`config.mk`:
```
export PLATFORM = sky130hd
export DESIGN_NAME = pfds_pin_mux
export DESIGN_NICKNAME = d
export VERILOG_FILES = /design/src/inc/pfds_pkg.sv /design/src/pfds_pin_mux.sv
export SDC_FILE = /design/constraint.sdc
export NUM_CORES = 1
export LEC_CHECK = 0
export BUFFER_PORTS_ARGS = -buffer_cell sky130_fd_sc_hd__buf_2
export CAP_MARGIN = 20
export CORE_AREA = 2 2 80 82
export CTS_BUF_LIST = sky130_fd_sc_hd__clkbuf_16
export CTS_CLUSTER_SIZE = 8
export DETAILED_ROUTE_END_ITERATION = 8
export DIE_AREA = 0 0 82 84
export GPL_TIMING_DRIVEN = 0
export PLACE_DENSITY = 0.82
export REMOVE_ABC_BUFFERS = 1
export SKIP_CTS_REPAIR_TIMING = 1
export SLEW_MARGIN = 25
export SYNTH_ARGS = -nofsm -noshare
export SYNTH_HDL_FRONTEND = slang
export SYNTH_SLANG_ARGS = --single-unit
```
`constraint.sdc`:
```
create_clock -name sys_clk -period 3.1 [get_ports sys_clk]
set_input_delay 0.465 -clock sys_clk [delete_from_list [all_inputs] [get_ports sys_clk]]
set_output_delay 0.465 -clock sys_clk [all_outputs]
set_load 0.03 [all_outputs]
```
`src/inc/pfds_pkg.sv`:
```
// Package: offsets, field layout, reset values and function codes of the pin mux
package pfds_pkg;
  localparam int ADDR_W = 24;
  localparam int DATA_W = 16;

  // Register byte offsets
  localparam logic [23:0] SPR_OFS = 24'h10004a;
  localparam logic [23:0] TPR_OFS = 24'h10004c;
  localparam logic [23:0] CPR_OFS = 24'h10004e;
  localparam logic [23:0] BDS_OFS = 24'h100050;
  localparam logic [23:0] CDS_OFS = 24'h100051;

  // Field positions
  localparam int SEL1_LSB     = 6;
  localparam int SEL0_BIT     = 5;
  localparam int DIN_LSB      = 3;
  localparam int DOUT_BIT     = 2;
  localparam int SCK_LSB      = 0;
  localparam int TIN_LSB      = 8;
  localparam int TOUT_LSB     = 0;
  localparam int TBCLK_BIT    = 2;
  localparam int UDIS_BIT     = 1;
  localparam int LDIS_BIT     = 0;
  localparam int BUS_MAIN_BIT = 4;
  localparam int BUS_HS_BIT   = 0;

  // Reset values and implemented-bit masks
  localparam logic [7:0]  SPR_RST  = 8'h00;
  localparam logic [15:0] TPR_RST  = 16'h0000;
  localparam logic [7:0]  CPR_RST  = 8'h00;
  localparam logic [7:0]  CPR_MASK = 8'h07;
  localparam logic [7:0]  BDS_MASK = 8'h11;
  localparam logic [7:0]  CDS_MASK = 8'h55;

  // Which timer pins own a meaningful code 01
  localparam logic [3:0] TIN_ALT_A  = 4'he;
  localparam logic [3:0] TOUT_ALT_A = 4'h8;

  // Normalised pin function codes
  localparam logic [1:0] FN_GPIO  = 2'h0;
  localparam logic [1:0] FN_ALT_A = 2'h1;
  localparam logic [1:0] FN_ALT_B = 2'h2;
  localparam logic [1:0] FN_PRIM  = 2'h3;

  // Code 01 falls back to GPIO where the pin has no such alternate
  function automatic logic [1:0] pfds_norm(input logic [1:0] code, input logic alt_a);
    pfds_norm = (code == FN_ALT_A && !alt_a) ? FN_GPIO : code;
  endfunction

  // Four packed two-bit fields at once
  function automatic logic [7:0] pfds_norm4(input logic [7:0] f, input logic [3:0] alt_a);
    pfds_norm4 = {pfds_norm(f[7:6], alt_a[3]), pfds_norm(f[5:4], alt_a[2]),
                  pfds_norm(f[3:2], alt_a[1]), pfds_norm(f[1:0], alt_a[0])};
  endfunction
endpackage

```
`src/pfds_pin_mux.sv`:
```
// Pin function routing and drive strength configuration registers
//
// Design decision made here: the address-and-strobe port.

// Summary of operation
// - Select1 pin: 0x GPIO, 10 sdram enable, 11 select1
// - Select0 pin: bit 5 GPIO or select0
// - Data-in pin: 0x GPIO, 10 two-wire data, 11 data-in
// - Data-out pin: bit 2 GPIO or data-out
// - Clock pin: 0x GPIO, 10 two-wire clock, 11 clock
// - Timer inputs 3..0 fields in bits 15..8
// - Timer input codes 10 give alternates, 01 on inputs 3..1 only
// - Timer outputs 3..0 fields in bits 7..0
// - Timer output codes 10 give alternates, 01 on output 3 only
// - Coproc bit 2 routes time-base clock pin
// - Coproc bit 1 routes upper output disable
// - Coproc bit 0 routes lower output disable
// - Drive registers read back implemented bits of last written value
// - Bus drive bit 4 sets main bus pins
// - Bus drive bit 0 sets handshake pins
// - Drive bits reset from strap pins
// - Channel drive bits 6,4,2,0 set groups
// - Routed pins default to GPIO after reset
module pfds_pin_mux
  import pfds_pkg::*;
(
  // Clock and reset
  input  wire logic              sys_clk,
  input  wire logic              rst,
  // Register port
  input  wire logic [ADDR_W-1:0] addr,
  input  wire logic [DATA_W-1:0] wr_data,
  input  wire logic              wr_stb,
  input  wire logic              rd_stb,
  output logic      [DATA_W-1:0] rd_data,
  // Reset configuration straps
  input  wire logic              reset_config_pin,
  input  wire logic              strap_data21,
  // Serial peripheral pin functions
  output logic      [1:0]        select1_route_field,
  output logic                   select0_route_bit,
  output logic      [1:0]        data_in_route_field,
  output logic                   data_out_route_bit,
  output logic      [1:0]        serial_clock_route_field,
  // Timer pin functions, pin 3 in the top pair
  output logic      [7:0]        timer_input_fn,
  output logic      [7:0]        timer_output_fn,
  // Coprocessor pin functions
  output logic                   time_base_clock_pin_fn,
  output logic                   upper_channel_output_disable_fn,
  output logic                   lower_channel_output_disable_fn,
  // Drive strengths, 1 = high drive
  output logic                   bus_main_drive_bit,
  output logic                   bus_handshake_drive_bit,
  output logic      [3:0]        channel_drive_bits
);

  logic [7:0]        spr_reg;
  logic [15:0]       tpr_reg;
  logic [7:0]        cpr_reg;
  logic [7:0]        bds_reg;
  logic [7:0]        cds_reg;
  logic [7:0]        spr_next;
  logic [15:0]       tpr_next;
  logic [7:0]        cpr_next;
  logic [7:0]        bds_next;
  logic [7:0]        cds_next;
  logic [1:0]        sel1_fn_reg;
  logic [1:0]        din_fn_reg;
  logic [1:0]        sck_fn_reg;
  logic [7:0]        tin_fn_reg;
  logic [7:0]        tout_fn_reg;
  logic [DATA_W-1:0] rd_data_reg;
  logic [2:0]        rcfg_sync_reg;
  logic [2:0]        d21_sync_reg;
  logic              rcfg_ok_reg;
  logic              d21_ok_reg;

  // Address decode
  wire hit_spr = (addr == SPR_OFS);
  wire hit_tpr = (addr == TPR_OFS);
  wire hit_cpr = (addr == CPR_OFS);
  wire hit_bds = (addr == BDS_OFS);
  wire hit_cds = (addr == CDS_OFS);

  // Straps: three stages, a change counts once the last two agree
  always_ff @(posedge sys_clk) begin
    rcfg_sync_reg <= {rcfg_sync_reg[1:0], reset_config_pin};
    d21_sync_reg  <= {d21_sync_reg[1:0], strap_data21};
    if (rcfg_sync_reg[2] == rcfg_sync_reg[1]) begin
      rcfg_ok_reg <= rcfg_sync_reg[2];
    end
    if (d21_sync_reg[2] == d21_sync_reg[1]) begin
      d21_ok_reg <= d21_sync_reg[2];
    end
  end

  // Strapped drive level: config high forces low drive
  wire       strap_level = !rcfg_ok_reg && d21_ok_reg;
  wire [7:0] strap_fill  = {8{strap_level}};

  // Next values; reserved bits never store
  assign spr_next = (wr_stb && hit_spr) ? wr_data[7:0] : spr_reg;
  assign tpr_next = (wr_stb && hit_tpr) ? wr_data : tpr_reg;
  assign cpr_next = (wr_stb && hit_cpr) ? (wr_data[7:0] & CPR_MASK) : cpr_reg;
  assign bds_next = (wr_stb && hit_bds) ? (wr_data[7:0] & BDS_MASK) : bds_reg;
  assign cds_next = (wr_stb && hit_cds) ? (wr_data[7:0] & CDS_MASK) : cds_reg;

  // Readback; unmapped addresses return zero
  wire [DATA_W-1:0] rd_mux =
    hit_spr ? {8'h00, spr_reg} :
    hit_tpr ? tpr_reg :
    hit_cpr ? {8'h00, cpr_reg} :
    hit_bds ? {8'h00, bds_reg} :
    hit_cds ? {8'h00, cds_reg} : 16'h0000;

  always_ff @(posedge sys_clk) begin
    if (rst) begin
      spr_reg <= SPR_RST;
      tpr_reg <= TPR_RST;
      cpr_reg <= CPR_RST;
      bds_reg <= strap_fill & BDS_MASK;
      cds_reg <= strap_fill & CDS_MASK;
    end else begin
      spr_reg <= spr_next;
      tpr_reg <= tpr_next;
      cpr_reg <= cpr_next;
      bds_reg <= bds_next;
      cds_reg <= cds_next;
    end
  end

  // Decoded functions follow the write on the same edge
  always_ff @(posedge sys_clk) begin
    if (rst) begin
      sel1_fn_reg <= FN_GPIO;
      din_fn_reg  <= FN_GPIO;
      sck_fn_reg  <= FN_GPIO;
      tin_fn_reg  <= 8'h00;
      tout_fn_reg <= 8'h00;
    end else begin
      sel1_fn_reg <= pfds_norm(spr_next[SEL1_LSB+:2], 1'b0);
      din_fn_reg  <= pfds_norm(spr_next[DIN_LSB+:2], 1'b0);
      sck_fn_reg  <= pfds_norm(spr_next[SCK_LSB+:2], 1'b0);
      tin_fn_reg  <= pfds_norm4(tpr_next[TIN_LSB+:8], TIN_ALT_A);
      tout_fn_reg <= pfds_norm4(tpr_next[TOUT_LSB+:8], TOUT_ALT_A);
    end
  end

  // Read data stands only in the cycle after the strobe
  always_ff @(posedge sys_clk) begin
    if (rst) begin
      rd_data_reg <= 16'h0000;
    end else begin
      rd_data_reg <= rd_stb ? rd_mux : 16'h0000;
    end
  end

  // Static levels to the pads, all straight from flops
  assign rd_data                         = rd_data_reg;
  assign select1_route_field             = sel1_fn_reg;
  assign select0_route_bit               = spr_reg[SEL0_BIT];
  assign data_in_route_field             = din_fn_reg;
  assign data_out_route_bit              = spr_reg[DOUT_BIT];
  assign serial_clock_route_field        = sck_fn_reg;
  assign timer_input_fn                  = tin_fn_reg;
  assign timer_output_fn                 = tout_fn_reg;
  assign time_base_clock_pin_fn          = cpr_reg[TBCLK_BIT];
  assign upper_channel_output_disable_fn = cpr_reg[UDIS_BIT];
  assign lower_channel_output_disable_fn = cpr_reg[LDIS_BIT];
  assign bus_main_drive_bit              = bds_reg[BUS_MAIN_BIT];
  assign bus_handshake_drive_bit         = bds_reg[BUS_HS_BIT];
  assign channel_drive_bits              = {cds_reg[6], cds_reg[4], cds_reg[2], cds_reg[0]};
endmodule

```
# == Word-level counts from Yosys, hierarchy flattened ==
# Index checks and enable logic that the tools add are counted.
# word_totals
register_bits,79
word_cells,65
out_inout_bits,49
# classes
muxes,11
n_eq_ne,14
bitwise_logic,1
reduce_logical,18
# op_table
operator,count
"== test 24 x 21 -> 1 bit, second input constant",5
two-way mux 7 bit,5
two-way mux 16 bit,2
two-way mux 8 bit,2
OR reduction 2 bit,8
"== test 2 x 1 -> 1 bit, second input constant",7
two-way mux 5 bit,2
logical AND 1 bit,6
nonzero test 2 bit,2
OR reduction 3 bit,1
== test 1 bit,2
logical NOT 1 bit,1
inverter 1 bit,1

# == Longest topological paths before layout ==
# Gate-level depths: netlist of run 1.
# logic_depth
ltp_word,6
mapped_depth,6

# == Worst setup path after synthesis of run 1 ==
# Ideal clock, no wire load.
# synth_path
kind,input to register
start,input port addr[9]
end,"register cds_reg[0], enable pin"
slack_ns,0.474
setup_time_ns,0.338
t_arrival_ns,2.289
required_ns,2.762
n_path_buf,2
cell_stages,6
cell_sequence,or4_1 -> nor4_1 -> clkbuf_1 -> buf_2 -> nand2_1 -> o21bai_1
# synth_via
elab_chain_len,3
# synth_rtl
element,line_no,source
"start, declared",pfds_pin_mux.sv:31,"input wire logic [ADDR_W-1:0] addr,"
== test 24 x 21 -> 1 bit,pfds_pin_mux.sv:84,wire hit_cds = (addr == CDS_OFS);
logical AND 1 bit,pfds_pin_mux.sv:107,assign cds_next = (wr_stb && hit_cds) ? (wr_data[7:0] & CDS_MASK) : cds_reg;
nonzero test 2 bit (no line),--,
"end signal, assigned",pfds_pin_mux.sv:123,cds_reg <= strap_fill & CDS_MASK;
"end signal, assigned",pfds_pin_mux.sv:129,cds_reg <= cds_next;
"end, declared",pfds_pin_mux.sv:62,logic [7:0] cds_reg;
# Every way passes these cells.
# A chain may end at the register's enable or synchronous reset.

# == Worst setup path in the final report of run 1 ==
# Same ends and word-level chain as after synthesis.

==> impl_metrics.tcl, run 1 <==
set metrics [dict create \
    drv_cap 0 \
    setup_ws_ns 0.4939 \
    synth_edf_count 8 \
    swShare 0.2132 \
    cts_root_buf "clkbuf_16" \
    cts_inserted_buffers 9 \
    ys.flop_type "dfxtp_1" \
    yosysSeqAreaShare 0.5184 \
    fin_crit_ns 2.606 \
    worst_path_max_delay_cell "nor4_2" \
    status "finished clean" \
    slowest_delay_ns 0.62 \
    worst_setup_path_start_kind "input port" \
    multi_input_area_sq_um 1216 \
    grtUsageTotal 0.2233 \
    fmax_mhz 383.7 \
    synth_top_cell_by_area "dfxtp_1" \
    drt-wirelength-per-cell_um 16.09 \
    peakVddDrop_uv 383.3 \
    clk_pin_slew_ns 0.06 \
    coreArea_sq_um 6096 \
    synthTopCellsByCount "dfxtp_1 (63), a21oi_1 (35), nand4_1 (27), o21ai_0 (27), clkbuf_1 (19)" \
    drtIter0Drc 193 \
    fillCellCount 535 \
    dp_hpwl_um 4849 \
    p_int_mw 1.746 \
    cts_tree "built" \
    syn_area_per_cell_sq_um 9.623 \
    port_buffers 94 \
    drive_gt1_frac 0.3238 \
    cts_sinks 71 \
    syn2layout_area_growth_pct 27.13 \
    stdcell_count 460 \
    asyncSetResetFlopFracSynth 0 \
    finalSetupViolCount 0 \
    power.share.clock 0.524 \
    path_cells "buf_2 > or4_1 > nor4_2 > buf_2 > nand2_1 > o21bai_1" \
    die_w_um 82 \
    p_comb_frac 0.048 \
    overflow 0 \
    netlist_area_sq_um 2897 \
    synth_seq_cells 71 \
    post-route-drc-count 0 \
    post-synth-top-count-cell "dfxtp_1" \
    p_leak_nw 1.526 \
    relSlewSlack 0.4025 \
    fin_nets 424 \
    fin_crit_sh 0.8407 \
    yosys.area.top_type_share 0.4354 \
    synth_area_leaders "dfxtp_1 (44%), edfxtp_1 (8.3%), a21oi_1 (6.0%)" \
    cts_max_path_buffers 2 \
    critPathKind "input port to register" \
    worstSetupEndpointType "register" \
    final_cell_area_sq_um 3682 \
    dieArea_sq_um 6888 \
    ant_nets 0 \
    yosys_warnings 0 \
    place_ws_ns 0.1498 \
    drtPass1Iterations 5 \
    worst_clock_skew_ns 0.007700 \
    cts_htree_levels 3 \
    critPathRequiredTime_ns 3.09 \
    p_sw_mw 0.4731 \
    finalPower_mw 2.219 \
    vias_per_cell 5.863 \
    insertedDiodeCount 0 \
    hold_violations 0 \
    clock_latency_ns 0.33 \
    dp.cells 444 \
    grt_pass1_wl_um 11750 \
    place_congestion 0.8354 \
    tightest_slew_ns 0.8962 \
    powerDensity_nw_per_um2 602.7 \
    cp.arrival_ns 2.59 \
    dieHeight_um 84 \
    syn_inst 301 \
    rsz0062_at_grt "false" \
    slew_viol_final 0 \
    placed_area_sq_um 3337 \
    power_frac_seq 0.427 \
    synth_cell_type_count 43 \
    path_common_cell "buf_2" \
    hold_path_class "input port to register" \
    grt_max_degree 56 \
    area.sequential_sq_um 1501 \
    ios 95 \
    vias 2697 \
    initial_utilization 0.4752 \
    worstPathMaxFanout 9 \
    antenna_found_initial 0 \
    first_global_vias 2517 \
    rows 29 \
    drt-total-wl_um 7401 \
]
through the flow:
stage               setup TNS, ns  hold WS (ns)  utilization
floorplan                  -33.59        0.3096            -
finish                          0        0.2306       0.6041
global route                    0        0.2197       0.6041
detailed placement              0        0.3132       0.5474
CTS                             0        0.2217       0.6041
global placement           -98.65        0.3104       0.5417
per-layer routing:
layer  vias up  wire length, um  global-route usage
li1       1258                -                   -
met4         0              212              0.1091
met5         -                0                   0
met1      1269             2979              0.2761
met2       150             3653              0.3525
met3        20              557             0.06169
area by class of cell:
class / instances / share of cell area
flip-flops and latches: 71 / 0.4077
multi-input cells: 190 / 0.3303
clock inverters: 6 / 0.02582
repair buffers: 98 / 0.1339
well taps: 77 / 0.02616
inverters: 8 / 0.008155
clock buffers: 10 / 0.06796
power groups by stage:
stage          Sequential [mW]  Combinational, mW  Clock (mW)
2_1_floorplan            0.980             0.0275           0
3_3_place_gp             0.968              0.102           0
3_5_place_dp             0.969              0.106           0
4_1_cts                  0.949              0.106        1.18
5_1_grt                  0.950              0.116        1.22
6_report                 0.949              0.107        1.16
cell families after synthesis:
group                     count (synthesis)  synth area share
AOI/OAI and AO/OA                        83            0.1646
xor gates and xnor gates                  2          0.006049
DFF                                      71            0.5184
muxes                                    11           0.03974
and+or+nand+nor                          94            0.2052
buffers and inverters                    40           0.06609
layout by cell type (no fill, tap or decap), types with 3 or more instances in the layout:
master and count:
nand4_1 27, and2_1 10, mux2i_1 7, inv_1 8, o21ai_1 7, nand3_1 6, or4_1 4, a22oi_1 3
nand2b_1 5, edfxtp_1 8, o21ai_0 27, a21oi_1 35, nand3b_1 9, clkbuf_16 10, inv_6 3, dfxtp_1 63
buf_2 97, nor2_1 8, nand2_1 8
final timing paths:
kind	from	end	slack, ns	depth (start not counted)
max	addr[9]	cds_reg[0]$_DFFE_PP_	0.49	6
max reg2reg	bds_reg[4]$_DFFE_PP_	rd_data[4]$_SDFF_PP0_	1.88	4
min	reset_config_pin	rcfg_sync_reg[0]$_DFF_P_	0.23	1
min reg2reg	rcfg_sync_reg[0]$_DFF_P_	rcfg_sync_reg[1]$_DFF_P_	0.32	0
critical path: cells and delay by family:
family	cells	cell delay [ns]
AND/OR/NAND/NOR	3	1.28
buffers and inverters	2	0.43
AO/OA/AOI/OAI	1	0.41
(Power assumes the default switching activity.)
==> inputs of run 2 (changes only) <==
Clock period 3.1 ns to 2.46 ns, I/O delays scaled along.
==> impl_metrics.tcl, run 2 (same netlist as run 1, synthesis figures left out) <==
set metrics [dict create \
    status "finished clean" \
    vias 2698 \
    syn2layout_area_growth_pct 27.65 \
    fillCellCount 529 \
    drt-wirelength-per-cell_um 16.26 \
    place_ws_ns -0.3942 \
    grt_pass1_wl_um 11750 \
    cp.arrival_ns 2.61 \
    clock_latency_ns 0.33 \
    min_to "rcfg_sync_reg[0]$_DFF_P_" \
    hold_violations 0 \
    p_leak_nw 1.542 \
    critPathRequiredTime_ns 2.68 \
    p_sw_mw 0.5972 \
    finalSetupViolCount 0 \
    first_global_vias 2517 \
    p_comb_frac 0.049 \
    dp_hpwl_um 4849 \
    cts_max_path_buffers 2 \
    power_frac_seq 0.427 \
    fin_crit_ns 2.390 \
    rows 29 \
    fin_nets 424 \
    worst_setup_path_start_kind "input port" \
    multi_input_area_sq_um 1231 \
    cts_inserted_buffers 9 \
    rsz0062_at_grt "false" \
    cts_sinks 71 \
    hold_path_class "input port to register" \
    ios 95 \
    grt_max_degree 56 \
    dieArea_sq_um 6888 \
    setup_ws_ns 0.06994 \
    worst_clock_skew_ns 0.007909 \
    relSlewSlack 0.4057 \
    post-route-drc-count 0 \
    dp.cells 444 \
    min_path_cells 1 \
    overflow 0 \
    cts_tree "built" \
    cts_htree_levels 3 \
    post-route-util 0.6065 \
    coreArea_sq_um 6096 \
    fmax_mhz 418.4 \
    drive_gt1_frac 0.3290 \
    final_common_cell "buf_2" \
    die_w_um 82 \
    rr_endpoint "rd_data[4]$_SDFF_PP0_" \
    vias_per_cell 5.865 \
    rr_startpoint "bds_reg[4]$_DFFE_PP_" \
    dieHeight_um 84 \
    critPathKind "input port to register" \
    tightest_slew_ns 0.8915 \
    regToRegSetupSlack_ns 1.26 \
    insertedDiodeCount 0 \
    drtIter0Drc 195 \
    initial_utilization 0.4752 \
    stdcell_count 460 \
    final_cell_mix "buf_2 (97), dfxtp_1 (63), a21oi_1 (35)" \
    peakVddDrop_uv 483.5 \
    worstSetupEndpointType "register" \
    drv_cap 0 \
    power.share.clock 0.524 \
    drt-total-wl_um 7479 \
    p_int_mw 2.201 \
    cts_root_buf "clkbuf_16" \
    finalPower_mw 2.798 \
    swShare 0.2134 \
    min_from "reset_config_pin" \
    clk_pin_slew_ns 0.06 \
    worstPathMaxFanout 7 \
    powerDensity_nw_per_um2 756.8 \
    r2r_cells 4 \
    worst_path_max_delay_cell "nor4_2" \
    antenna_found_initial 0 \
    fin_setup_tns_ns 0 \
    grtUsageTotal 0.2233 \
    slew_viol_final 0 \
    fin_crit_sh 0.9716 \
    path_cells "buf_2 > or3b_1 > nor4_2 > buf_4 > nand3_1 > mux2_1" \
    drtPass1Iterations 5 \
    place_congestion 0.8354 \
    port_buffers 94 \
    area.sequential_sq_um 1501 \
    slowest_delay_ns 0.73 \
    ant_nets 0 \
]
run 2: worst max path at each step:
| stage | from | to | slack, ns |
|---|---|---|---|
| floorplan | addr[9] | data_in_route_field[0]$_SDFF_PP0_ | -1.66 |
| global placement | addr[9] | select1_route_field[0]$_SDFF_PP0_ | -3.44 |
| detailed placement | addr[9] | cds_reg[4]$_DFFE_PP_ | -0.39 |
| CTS | addr[9] | cds_reg[0]$_DFFE_PP_ | -0.05 |
| global route | addr[4] | timer_output_fn[0]$_SDFF_PP0_ | 0.008 |
| finish | addr[5] | select1_route_field[0]$_SDFF_PP0_ | 0.07 |
run 2: critical path, delay by kind of cell:
family | cells | cell delay (ns)
and+or+nand+nor | 3 | 1.44
buffers and inverters | 2 | 0.38
muxes | 1 | 0.41
run 2: layout make-up:
type	instances	area share
tap	77	0.02606
multi-input combinational	190	0.3330
clock buffer	10	0.06768
sequential	71	0.4061
timing repair buffer	98	0.1333
clock inverter	6	0.02572
inverter	8	0.008122
run 2: per-stage QoR:
stage	cell area, sq um	hold WS [ns]
after floorplan	2735	0.3096
after global placement	3302	0.3104
after detailed placement	3337	0.3132
after CTS	3682	0.1257
after global routing	3697	0.1237
final	3697	0.1333
run 2: power groups by stage:
| stage | Clock, mW | Sequential (mW) | Combinational (mW) |
|---|---|---|---|
| final | 1.47 | 1.20 | 0.137 |
| after CTS | 1.49 | 1.20 | 0.134 |
| after floorplan | 0 | 1.23 | 0.0347 |
| after global placement | 0 | 1.22 | 0.129 |
| after global routing | 1.53 | 1.20 | 0.147 |
| after detailed placement | 0 | 1.22 | 0.133 |
run 2: routing by layer:
layer | GRT usage | up-vias | wire length, um
li1 | - | 1255 | -
met3 | 0.06169 | 17 | 534
met5 | 0 | - | 0
met1 | 0.2761 | 1285 | 3029
met2 | 0.3525 | 141 | 3708
met4 | 0.1091 | 0 | 207
==> inputs of run 3 (changes only) <==
--- a/config.mk
+++ b/config.mk
@@ -9,7 +9,10 @@
 export CAP_MARGIN = 20
-export CORE_AREA = 2 2 80 82
+export CELL_PAD_IN_SITES_DETAIL_PLACEMENT = 1
+export CELL_PAD_IN_SITES_GLOBAL_PLACEMENT = 1
+export CORE_AREA = 2 2 92 94
 export CTS_BUF_LIST = sky130_fd_sc_hd__clkbuf_16
+export CTS_CLUSTER_DIAMETER = 200
 export CTS_CLUSTER_SIZE = 8
 export DETAILED_ROUTE_END_ITERATION = 8
-export DIE_AREA = 0 0 82 84
+export DIE_AREA = 0 0 94 96
 export GPL_TIMING_DRIVEN = 0
==> constraint.sdc (replaced) <==
create_clock -name sys_clk -period 2.46 [get_ports sys_clk]
set_input_delay 0.246 -clock sys_clk [delete_from_list [all_inputs] [get_ports sys_clk]]
set_output_delay 0.246 -clock sys_clk [all_outputs]
set_load 0.03 [all_outputs]
==> impl_metrics.tcl, run 3 (same netlist as run 1, synthesis figures left out) <==
set metrics [dict create \
    status "finished clean" \
    clock_latency_ns 0.33 \
    vias 2663 \
    min_path_cells 1 \
    rsz0062_at_grt "false" \
    cts_root_buf "clkbuf_16" \
    worstPathMaxFanout 30 \
    fin_crit_sh 0.9403 \
    drtIter0Drc 147 \
    place_congestion 0.8278 \
    overflow 0 \
    fin_setup_tns_ns 0 \
    placed_area_sq_um 3374 \
    finalPower_mw 2.746 \
    fillCellCount 939 \
    hold_path_class "input port to register" \
    vias_per_cell 5.446 \
    antenna_found_initial 0 \
    insertedDiodeCount 0 \
    cts_inserted_buffers 9 \
    drt-total-wl_um 8508 \
    worst_setup_path_start_kind "input port" \
    path_buf_inv 1 \
    slowest_delay_ns 0.74 \
    critPathKind "input port to register" \
    syn2layout_area_growth_pct 27.60 \
    cts_htree_levels 3 \
    coreArea_sq_um 8051 \
    drv_cap 0 \
    grt-busiest-layer "met2" \
    worstSetupEndpointType "register" \
    cts_sinks 71 \
    cp.arrival_ns 2.56 \
    critPathRequiredTime_ns 2.71 \
    min_from "reset_config_pin" \
    peakVddDrop_uv 339.8 \
    fin_nets 425 \
    final_common_cell "buf_2" \
    die_w_um 94 \
    drtPass1Iterations 4 \
    clk_pin_slew_ns 0.06 \
    powerDensity_nw_per_um2 742.9 \
    met2_usage 0.3446 \
    cts_tree "built" \
    tightest_slew_ns 0.9282 \
    finalSetupViolCount 0 \
    first_global_vias 2683 \
    port_buffers 94 \
    crit_start "addr[9]" \
    drive_gt1_frac 0.3255 \
    hold_violations 0 \
    post-route-util 0.4591 \
    grt_pass1_wl_um 13700 \
    rows 33 \
    min_to "rcfg_sync_reg[0]$_DFF_P_" \
    rr_startpoint "cds_reg[4]$_DFFE_PP_" \
    r2r_cells 4 \
    initial_utilization 0.3598 \
    final_cell_mix "buf_2 (99), dfxtp_1 (63), a21oi_1 (35)" \
    fin_crit_ns 2.313 \
    grtUsageTotal 0.1957 \
    ios 95 \
    cts_max_path_buffers 2 \
    grt_max_degree 56 \
    drt-wirelength-per-cell_um 17.40 \
    dp_hpwl_um 5639 \
    dieArea_sq_um 9024 \
    final_cell_area_sq_um 3696 \
    use_met3 0.04307 \
    rr_endpoint "rd_data[4]$_SDFF_PP0_" \
    p_leak_nw 1.521 \
    slew_viol_final 0 \
    met1_usage 0.2398 \
    fmax_mhz 432.3 \
    path_depth 5 \
    worst_path_max_delay_cell "or4_4" \
    ant_nets 0 \
    regToRegSetupSlack_ns 1.30 \
    dieHeight_um 96 \
    worst_clock_skew_ns 0.007287 \
    relSlewSlack 0.3812 \
    cp_top_family "simple AND/OR/NAND/NOR gates" \
    post-route-drc-count 0 \
    path_cells "buf_2 > or4_1 > or4_4 > or3b_1 > a221oi_2" \
]
## run 3: cell count changes in the layout (fill, tap and decap cells not counted), sizes merged
| cell | previous run | this run |
|---|---|---|
| clkbuf | 10 | 9 |
| buf | 98 | 99 |
| clkinvlp | 0 | 1 |
## run 3: worst register-to-register path, cell delays in order, from the launching register on
cell      delay (ns)
edfxtp_1        0.39
mux2i_1         0.18
nor2_1          0.06
a221oi_1        0.31
a211oi_2        0.09
## run 3: worst max-delay path by stage
| stage | to | slack (ns) |
|---|---|---|
| after detailed placement | rd_data[4]$_SDFF_PP0_ | -0.21 |
| after floorplan | data_in_route_field[0]$_SDFF_PP0_ | -1.53 |
| final | rd_data[2]$_SDFF_PP0_ | 0.15 |
| after global placement | select1_route_field[0]$_SDFF_PP0_ | -3.75 |
| after global routing | rd_data[0]$_SDFF_PP0_ | 0.07 |
| after CTS | rd_data[4]$_SDFF_PP0_ | 0.13 |
## run 3: where the power goes
part           internal, mW  switching [mW]  total, mW
sequential             1.19         0.00646       1.20
clock                 0.890           0.522       1.41
combinational        0.0509          0.0884      0.139
## run 3: layout make-up
cell class	count	area, sq um	area share
sequential	71	1501	0.4062
multi-input combinational	190	1217	0.3294
tap	105	131.4	0.03555
inverter	8	30.03	0.008125
timing repair buffer	99	495.5	0.1341
clock inverter	7	95.09	0.02573
clock buffer	9	225.2	0.06093
## run 3: layer usage
layer  wire, um  share of wire  up-vias
met3        419          0.049       14
met1       3592           0.42     1310
met2       4405           0.52       82
li1           -              -     1257
met5          0              0        -
met4         91          0.011        0
## run 3: per-stage QoR
| stage | hold slack (ns) | worst slack (ns) | std cells |
|---|---|---|---|
| global placement | 0.3097 | -3.751 | 468 |
| floorplan | 0.2737 | -1.532 | 269 |
| global route | 0.003343 | 0.06977 | 489 |
| detailed placement | 0.3215 | -0.2142 | 473 |
| CTS | 0.006776 | 0.1270 | 489 |
| finish | 0.008618 | 0.1467 | 489 |
